[config.mk]
export PLATFORM = sky130hd
export DESIGN_NAME = pscfb_top
export DESIGN_NICKNAME = d
export VERILOG_FILES = /design/src/rtl/pscfb_ratediv.v /design/src/rtl/pscfb_top.v
export VERILOG_INCLUDE_DIRS = /design/src /design/src/rtl
export SDC_FILE = /design/constraint.sdc
export NUM_CORES = 1
export LEC_CHECK = 0
export BUFFER_PORTS_ARGS = -buffer_cell sky130_fd_sc_hd__buf_4
export CAP_MARGIN = 15
export CORE_AREA = 2 2 122 243
export CTS_BUF_LIST = sky130_fd_sc_hd__clkbuf_2
export CTS_CLUSTER_DIAMETER = 40
export DETAILED_ROUTE_END_ITERATION = 7
export DIE_AREA = 0 0 124 245
export GPL_ROUTABILITY_DRIVEN = 0
export PLACE_DENSITY = 0.82
export SLEW_MARGIN = 15
export SYNTH_ARGS = -nofsm -noshare
export SYNTH_HDL_FRONTEND = slang
export SYNTH_SLANG_ARGS = --single-unit
[constraint.sdc]
create_clock -name clk -period 5.4 [get_ports clk]
set_clock_uncertainty 0.05 [all_clocks]
set_input_delay 1.35 -clock clk [delete_from_list [all_inputs] [get_ports clk]]
set_output_delay 1.35 -clock clk [all_outputs]
set_load 0.01 [all_outputs]
[src/rtl/pscfb_consts.vh]
/*
  Constants for the performance-state control and feedback block: register
  numbers, field positions, reset values and timing counts.
  Assumes a 100 MHz core clock and a model-specific register port from the core.
*/
`ifndef PSCFB_CONSTS_VH
`define PSCFB_CONSTS_VH

`define PSCFB_REG_REF_CNT     16'h00E7
`define PSCFB_REG_ACT_CNT     16'h00E8
`define PSCFB_REG_STATUS      16'h0198
`define PSCFB_REG_TARGET      16'h0199
`define PSCFB_REG_MISC_EN     16'h01A0

`define PSCFB_MISC_EN_BIT     16
`define PSCFB_FEAT_ECX_BIT    7
`define PSCFB_PM_ECX_BIT      0

`define PSCFB_OP_RESET        16'h0000
`define PSCFB_OP_MAX          16'h0007

`define PSCFB_STEP_NS         100
`define PSCFB_CLK_NS          10
`define PSCFB_STEP_CYC        (`PSCFB_STEP_NS / `PSCFB_CLK_NS)
`define PSCFB_REF_DIV         4

`endif

[src/rtl/pscfb_ratediv.v]
/*
  Rate enable divider: pulses its output one cycle in every div_i cycles,
  or every cycle when div_i is 1. Used to pace the actual counter.
  Assumes div_i holds steady for long stretches.
*/
`timescale 1ns/100ps
module pscfb_ratediv (
  input  wire       clk,      // Core clock
  input  wire       resetn,   // Async reset, active low
  input  wire       run_i,    // Count allowed
  input  wire [3:0] div_i,    // Division ratio, 1..15
  output reg        tick_o    // One-cycle enable
);
  reg [3:0] cnt_r;

  always @(posedge clk or negedge resetn) begin
    if (!resetn) begin
      cnt_r  <= 4'h0;
      tick_o <= 1'b0;
    end else if (!run_i) begin
      tick_o <= 1'b0;
    end else if (cnt_r + 4'h1 >= div_i) begin
      cnt_r  <= 4'h0;
      tick_o <= 1'b1;
    end else begin
      cnt_r  <= cnt_r + 4'h1;
      tick_o <= 1'b0;
    end
  end
endmodule

[src/rtl/pscfb_top.v]
/*
  Performance-state control and feedback block for one logical processor:
  enable bit, operating-point target and status, fixed-rate and actual
  performance counters, and model-specific register access.
  Assumes the core issues one register access per strobe and that active,
  throttle and feature signals are synchronous to clk.
*/
`timescale 1ns/100ps
`include "pscfb_consts.vh"
module pscfb_top (
  input  wire        clk,          // Core clock, 100 MHz
  input  wire        resetn,       // Async reset, active low
  input  wire        msr_rd_i,     // Register read strobe
  input  wire        msr_wr_i,     // Register write strobe
  input  wire [15:0] msr_addr_i,   // Register number
  input  wire [63:0] msr_wdata_i,  // Write data
  input  wire        active_i,     // In active execution power state
  input  wire        throttle_i,   // Thermal or software throttling
  input  wire        ref_tick_i,   // Fixed boot-configured rate enable
  output reg  [63:0] msr_rdata_o,  // Read data
  output reg         msr_ack_o,    // Access done
  output reg         msr_err_o,    // Unmapped register
  output reg         feat_ecx_o,   // Mechanism support flag
  output reg         pm_ecx_o,     // Counter pair present flag
  output reg  [15:0] op_point_o,   // Operating point in effect
  output reg         busy_o        // Transition in progress
);
  // One-hot codes of the transition engine
  localparam ST_IDLE = 2'b01;
  localparam ST_MOVE = 2'b10;
  // Slots of the counter pair
  localparam CNT_REF = 0;
  localparam CNT_ACT = 1;

  // Register decode
  wire         acc_any;
  wire         sel_ref;
  wire         sel_act;
  wire         sel_status;
  wire         sel_target;
  wire         sel_misc;
  wire         wr_ref;
  wire         wr_act;
  wire         wr_target;
  wire         wr_misc;
  wire         hit;

  // Enable register
  reg  [63:0]  misc_en_r;
  reg  [63:0]  misc_en_nxt;
  wire         enabled;

  // Target register and transition engine
  reg  [1:0]   state_r;
  reg  [1:0]   state_nxt;
  reg  [15:0]  target_r;
  reg  [15:0]  target_nxt;
  reg          pend_r;
  reg          pend_nxt;
  reg  [15:0]  goal_r;
  reg  [15:0]  goal_nxt;
  reg  [15:0]  cur_r;
  reg  [15:0]  cur_nxt;
  reg  [7:0]   step_r;
  reg  [7:0]   step_nxt;
  wire         step_done;
  wire [15:0]  wr_op;

  // Counter pair
  wire         act_tick;
  wire         ref_inc;
  wire         act_inc;
  wire [1:0]   cnt_inc;
  wire [1:0]   cnt_wr;
  wire [1:0]   cnt_ovf;
  wire         wrap;
  wire [127:0] cnt_all;
  wire [63:0]  ref_cnt;
  wire [63:0]  act_cnt;
  wire [4:0]   act_div_w;
  wire [3:0]   act_div;

  // Register port next values
  reg  [63:0]  rd_nxt;
  reg  [63:0]  rdata_nxt;
  reg          ack_nxt;
  reg          err_nxt;

  assign acc_any    = msr_rd_i | msr_wr_i;
  assign sel_ref    = (msr_addr_i == `PSCFB_REG_REF_CNT);
  assign sel_act    = (msr_addr_i == `PSCFB_REG_ACT_CNT);
  assign sel_status = (msr_addr_i == `PSCFB_REG_STATUS);
  assign sel_target = (msr_addr_i == `PSCFB_REG_TARGET);
  assign sel_misc   = (msr_addr_i == `PSCFB_REG_MISC_EN);
  assign hit        = sel_ref | sel_act | sel_status | sel_target | sel_misc;
  // Status is read only: a write there is taken and dropped without error
  assign wr_ref     = msr_wr_i & sel_ref;
  assign wr_act     = msr_wr_i & sel_act;
  assign wr_target  = msr_wr_i & sel_target;
  assign wr_misc    = msr_wr_i & sel_misc;

  assign enabled = misc_en_r[`PSCFB_MISC_EN_BIT];
  // Codes above the top point are clamped to the highest one
  assign wr_op = (msr_wdata_i[15:0] > `PSCFB_OP_MAX) ? `PSCFB_OP_MAX : msr_wdata_i[15:0];
  // Lower point codes mean slower clock; throttling halves the rate again
  assign act_div_w = {1'b0, 4'h8 - cur_r[3:0]} << throttle_i;
  // A halved rate at the lowest point does not fit the divider: slowest ratio used
  assign act_div = act_div_w[4] ? 4'hF : act_div_w[3:0];

  pscfb_ratediv u_div (
    .clk    (clk),
    .resetn (resetn),
    .run_i  (active_i),
    .div_i  (act_div),
    .tick_o (act_tick)
  );

  // Upper bits of target and status, and unmapped numbers, read as zero; the enable register reads back all 64 written bits
  always @* begin
    rd_nxt = 64'h0;
    case (msr_addr_i)
      `PSCFB_REG_REF_CNT: begin
        rd_nxt = ref_cnt;
      end
      `PSCFB_REG_ACT_CNT: begin
        rd_nxt = act_cnt;
      end
      `PSCFB_REG_TARGET: begin
        rd_nxt = {48'h0, target_r};
      end
      `PSCFB_REG_STATUS: begin
        rd_nxt = {48'h0, cur_r};
      end
      `PSCFB_REG_MISC_EN: begin
        rd_nxt = misc_en_r;
      end
      default: begin
        rd_nxt = 64'h0;
      end
    endcase
  end

  always @* begin
    ack_nxt   = acc_any;
    err_nxt   = acc_any & ~hit;
    rdata_nxt = msr_rdata_o;
    // Read data holds until the next read
    if (msr_rd_i) begin
      rdata_nxt = rd_nxt;
    end
  end

  always @* begin
    misc_en_nxt = misc_en_r;
    if (wr_misc) begin
      misc_en_nxt = msr_wdata_i;
    end
  end

  // Support flags rise on the first edge after reset and then stay up
  always @(posedge clk or negedge resetn) begin
    if (!resetn) begin
      feat_ecx_o <= 1'b0;
      pm_ecx_o   <= 1'b0;
    end else begin
      feat_ecx_o <= 1'b1;
      pm_ecx_o   <= 1'b1;
    end
  end

  always @(posedge clk or negedge resetn) begin
    if (!resetn) begin
      msr_ack_o <= 1'b0;
      msr_err_o <= 1'b0;
    end else begin
      msr_ack_o <= ack_nxt;
      msr_err_o <= err_nxt;
    end
  end

  always @(posedge clk or negedge resetn) begin
    if (!resetn) begin
      msr_rdata_o <= 64'h0;
    end else begin
      msr_rdata_o <= rdata_nxt;
    end
  end

  always @(posedge clk or negedge resetn) begin
    if (!resetn) begin
      misc_en_r <= 64'h0;
    end else begin
      misc_en_r <= misc_en_nxt;
    end
  end

  assign step_done = (step_r == `PSCFB_STEP_CYC - 1);

  // Target register and transition engine
  always @* begin
    state_nxt  = state_r;
    target_nxt = target_r;
    pend_nxt   = pend_r;
    goal_nxt   = goal_r;
    cur_nxt    = cur_r;
    step_nxt   = step_r;
    if (wr_target) begin
      target_nxt = wr_op;
      pend_nxt   = 1'b1;
    end
    case (state_r)
      ST_IDLE: begin
        // A write in this same cycle stays pending for the next run
        if (pend_r && enabled) begin
          pend_nxt  = wr_target;
          goal_nxt  = target_r;
          step_nxt  = 8'h00;
          state_nxt = ST_MOVE;
        end
      end
      ST_MOVE: begin
        // One code step per interval, so the status walks through each point
        if (step_done) begin
          step_nxt = 8'h00;
          if (cur_r < goal_r) begin
            cur_nxt = cur_r + 16'h0001;
          end else if (cur_r > goal_r) begin
            cur_nxt = cur_r - 16'h0001;
          end else begin
            state_nxt = ST_IDLE;
          end
        end else begin
          step_nxt = step_r + 8'h01;
        end
      end
      default: begin
        state_nxt = ST_IDLE;
      end
    endcase
  end

  always @(posedge clk or negedge resetn) begin
    if (!resetn) begin
      state_r  <= ST_IDLE;
      target_r <= `PSCFB_OP_RESET;
      pend_r   <= 1'b0;
      goal_r   <= `PSCFB_OP_RESET;
      cur_r    <= `PSCFB_OP_RESET;
      step_r   <= 8'h00;
    end else begin
      state_r  <= state_nxt;
      target_r <= target_nxt;
      pend_r   <= pend_nxt;
      goal_r   <= goal_nxt;
      cur_r    <= cur_nxt;
      step_r   <= step_nxt;
    end
  end

  // Output copies lag the engine by one cycle
  always @(posedge clk or negedge resetn) begin
    if (!resetn) begin
      op_point_o <= `PSCFB_OP_RESET;
      busy_o     <= 1'b0;
    end else begin
      op_point_o <= cur_r;
      busy_o     <= (state_r == ST_MOVE);
    end
  end

  assign ref_inc          = active_i & ref_tick_i;
  assign act_inc          = active_i & act_tick;
  assign cnt_inc[CNT_REF] = ref_inc;
  assign cnt_inc[CNT_ACT] = act_inc;
  assign cnt_wr[CNT_REF]  = wr_ref;
  assign cnt_wr[CNT_ACT]  = wr_act;
  // Overflow of either counter clears both in the same cycle
  assign wrap             = |cnt_ovf;

  // A software write wins over counting and wrap for that counter only
  genvar g;
  generate
    for (g = 0; g < 2; g = g + 1) begin : g_cnt
      reg  [63:0] val_r;
      reg  [63:0] val_nxt;
      assign cnt_ovf[g] = cnt_inc[g] & (&val_r);
      assign cnt_all[64*g +: 64] = val_r;
      always @* begin
        val_nxt = val_r;
        if (cnt_wr[g]) begin
          val_nxt = msr_wdata_i;
        end else if (wrap) begin
          val_nxt = 64'h0;
        end else if (cnt_inc[g]) begin
          val_nxt = val_r + 64'h1;
        end
      end
      always @(posedge clk or negedge resetn) begin
        if (!resetn) begin
          val_r <= 64'h0;
        end else begin
          val_r <= val_nxt;
        end
      end
    end
  endgenerate

  assign ref_cnt = cnt_all[63:0];
  assign act_cnt = cnt_all[127:64];
endmodule

==> impl_metrics.csv <==
group,metric,value,unit
status,status,"completed",
placed_design,dpl_cell_area,0.0192,mm2
worst_setup_path,cpMostUsedCell,"a21o_1",
global_routing,grt_max_degree,126,
synthesis,synth.net_count,1924,
cts,cts_num_sinks,340,
worst_setup_path,startpoint_type,"register",
pwr,power_switching_share,29.2,%
global_routing,grt_pass1_vias,15200,
pwr,p_per_area,237,mW/mm2
sta,post-route-min-period,4710,ps
cells_and_area,instances_no_fill,2395,
synthesis,synth-edff-count,0,
cells_and_area,drive_gt1_share,20.8,%
global_routing,antenna_found_initial,3,
worst_setup_path,slowest_delay,500,ps
pwr,p_clk_share,33.1,%
detailed_routing,routed_wirelength,49000,um
synthesis,synth.avg_cell_area,9.77,um2
detailed_routing,post_drt_wl_per_cell,20.5,um
sta,fin_crit_sh,87.2,%
placed_design,dp_cells,2260,
sta,relSlewSlack,27.1,%
detailed_routing,detail-route-antenna-nets,0,
detailed_routing,drt_iter0_drc,1731,
worst_setup_path,slowest_stage,"or4_1",
cts,hold_buffers,0,
synthesis,synth_seq_cells,340,
floorplan,io_pins,172,
floorplan,coreArea,0.0286,mm2
pwr,irDropWorstVdd,0.000174,V
sta,max_freq,0.212,GHz
floorplan,fp.dieH,245,um
cts,cts_inserted_buffers,75,
cts,path_clk_slew,120,ps
cts,tritoncts,"built",
cts,cts_htree_levels,3,
global_routing,grt.overflow.total,0,
synthesis,syn_inst,1796,
cells_and_area,area.growth.synth_to_final,12.9,%
cts,max-clock-path-buffers,3,
synthesis,yosysTopAreaCell,"dfrtp_1",
pwr,seq_power_share,57.8,%
placed_design,io_buffers,171,
cts,cts_root_buffer,"clkbuf_2",
cells_and_area,fin_area,0.0198,mm2
pwr,switching_power,1370,uW
sta,slew_viol_final,0,
synthesis,yosysWarnings,0,
global_routing,grt_usage,32.9,%
worst_setup_path,critPathRequiredTime,6190,ps
sta,setup_viol,0,
floorplan,die_w,124,um
pwr,p_comb_share,9.1,%
placed_design,post-place-ws,719,ps
synthesis,async_reset_ff_share,100,%
synthesis,netlist-cell-type-count,70,
worst_setup_path,worstSetupEndpointType,"register",
placed_design,dpl.hpwl,32800,um
sta,tightest_slew,1090,ps
synthesis,synth_area,0.0175,mm2
floorplan,fp-row-count,88,
synthesis,synth-main-ff-cell,"dfrtp_1",
cts,cts-resized-gates,0,
global_routing,grt_pass1_wl,78000,um
sta,finalHoldViolations,0,
synthesis,synth.top_cell.area_share,48.4,%
pwr,leakagePower,0.00939,uW
floorplan,start_util,61.3,%
worst_setup_path,crit_fanout,19,
sta,tns,0,ps
cells_and_area,nets,2105,
detailed_routing,num_vias,15300,
sta,fin_ws,693,ps
pwr,p_int,3320,uW
worst_setup_path,worstPathArrival,5500,ps
detailed_routing,drt_drc_violations_left,0,
worst_setup_path,criticalPathCategory,"register to register",
cts,clk_latency,1020,ps
synthesis,ys_seq_area_share,48.5,%
hold_path,worstHoldPathType,"input pin to async pin",
sta,rsz0062_at_grt,"no",
cts,post_cts_buffers,0,
flow_run,cap_violations,0,
synthesis,synth_area_leaders,"dfrtp_1 48%, mux2_2 5.8%, nand2_1 5.6%",
floorplan,die_area,0.0304,mm2
detailed_routing,dr.pass1.iters,8,
sta,timing.hold.ws,406,ps
worst_setup_path,path_cells,"ha_1, a21o_1, a21o_1, a21oi_1, o22ai_1, or4_1, buf_4, fa_1, a21o_1, a21o_1, a2111oi_4, o31ai_1, a2111o_1, a31oi_2, xnor2_1, mux2_2",
detailed_routing,viasPerCell,6.40,
[cell usage after synthesis (3+ instances only)]
cell type    n
and3_1      25
buf_2        5
dfrtp_1    339
xnor2_1     83
mux2_2      91
and2_1      14
nand3_1    125
clkbuf_1    77
a21oi_1     86
ha_1        40
inv_1       44
a222oi_1    64
nor4_4       3
nor2b_1     17
nor2_1     134
buf_1        7
o31ai_1     36
o21a_1       3
a22oi_1     16
or2_2        3
o21bai_1     3
nor3_1      39
nand4_1     33
xor2_1      52
nand2_1    261
a22o_1       4
a31oi_1     18
a21o_1      13
and4_1      15
clkbuf_2     3
nand2b_1     9
nor4_1      24
nand3b_1     4
o21ai_0     55
nand4_2      3
or4_1        3
or3_1        6
[worst max-delay path, delay by kind of cell (launching register included)]
kind	cells	cell delay, ps
buf+inv	1	230
flops	1	450
compound gates	10	2270
fa+ha+maj	2	750
mux	1	260
simple gates	1	500
xor+xnor	1	80
[cell type report]
type                            instances  area, um2
Sequential cell                       340       8510
Antenna cell                            3       7.51
Clock buffer                          101        505
Multi-Input combinational cell       1318       8530
Clock inverter                         31        125
Fill cell                            2276       8810
Inverter                               44        165
Timing Repair Buffer                  198       1520
Tap cell                              360        450
[layer usage]
layer,track usage (%),up-vias,part of all wire (%)
met1,44.1,7364,39
li1,-,6889,-
met2,50.2,910,46
met4,17.7,0,4.8
met3,6.67,157,10
met5,0,-,0
[kinds of logic (layout without fill, tap and decap cells)]
family,count (synthesis),count (layout),synth area share (%)
xor gates and xnor gates,135,135,6.74
adders and majority gates,41,41,2.97
DFF,340,340,48.5
muxes,92,92,5.90
buffers and inverters,138,374,3.05
and+or+nand+nor,730,730,20.1
other,1,4,0.0214
AOI/OAI and AO/OA,319,319,12.7
[registers in the layout (all words and copies together), names as in the netlist, 2 cells and up]
register     count
act_cnt         64
g_cnt.val_r     64
misc_en_r       64
msr_rdata_o     64
cur_r           16
goal_r          16
op_point_o      16
target_r        16
step_r           8
u_div.cnt_r      4
state_r          2
[stage by stage]
step                power [uW]  utilization [%]
global route              4910             69.2
detailed placement        3190             67.0
finish                    4690             69.2
floorplan                 2940                -
CTS                       4710             69.2
global placement          3170             67.0
[cells in the final DEF (no fill, tap or decap), drive strengths merged, types with 4 or more instances in the layout]
cell type | netlist | routed
and2 | 15 | 15
and4 | 15 | 15
a222oi | 64 | 64
nand4 | 36 | 36
or3 | 6 | 6
a21oi | 88 | 88
nand3 | 125 | 125
xnor2 | 83 | 83
nor3 | 40 | 40
buf | 14 | 198
nand3b | 5 | 5
xor2 | 52 | 52
nand2b | 9 | 9
nor2 | 134 | 134
a21o | 13 | 13
a22o | 4 | 4
o31ai | 36 | 36
a31oi | 19 | 19
mux2 | 91 | 91
and3 | 25 | 25
a22oi | 16 | 16
o21ai | 57 | 57
dfrtp | 339 | 339
clkbuf | 80 | 101
ha | 40 | 40
inv | 44 | 45
nand2 | 261 | 261
nor4 | 27 | 27
nor2b | 17 | 17
clkinv | 0 | 30
[power by group through the flow]
stage                     clock [uW]  combinational, uW  sequential [uW]
after floorplan                    0                189             2750
after global placement             0                414             2760
after detailed placement           0                429             2760
after CTS                       1580                430             2710
after global routing            1710                475             2720
final                           1550                428             2710
[final timing paths]
kind	startpoint	slack, ps	to	cells after the start
hold reg to reg	cur_r[14]	410	op_point_o[14]	0
hold / removal	resetn	410	g_cnt[0].val_r[0]	1
setup reg to reg	cur_r[5]	690	cur_r[14]	16
setup / recovery	cur_r[5]	690	cur_r[14]	16
min in group clk	cur_r[14]	410	op_point_o[14]	0
max in group asynchronous	resetn	3720	misc_en_r[54]	2
(Power assumes the default switching activity.)
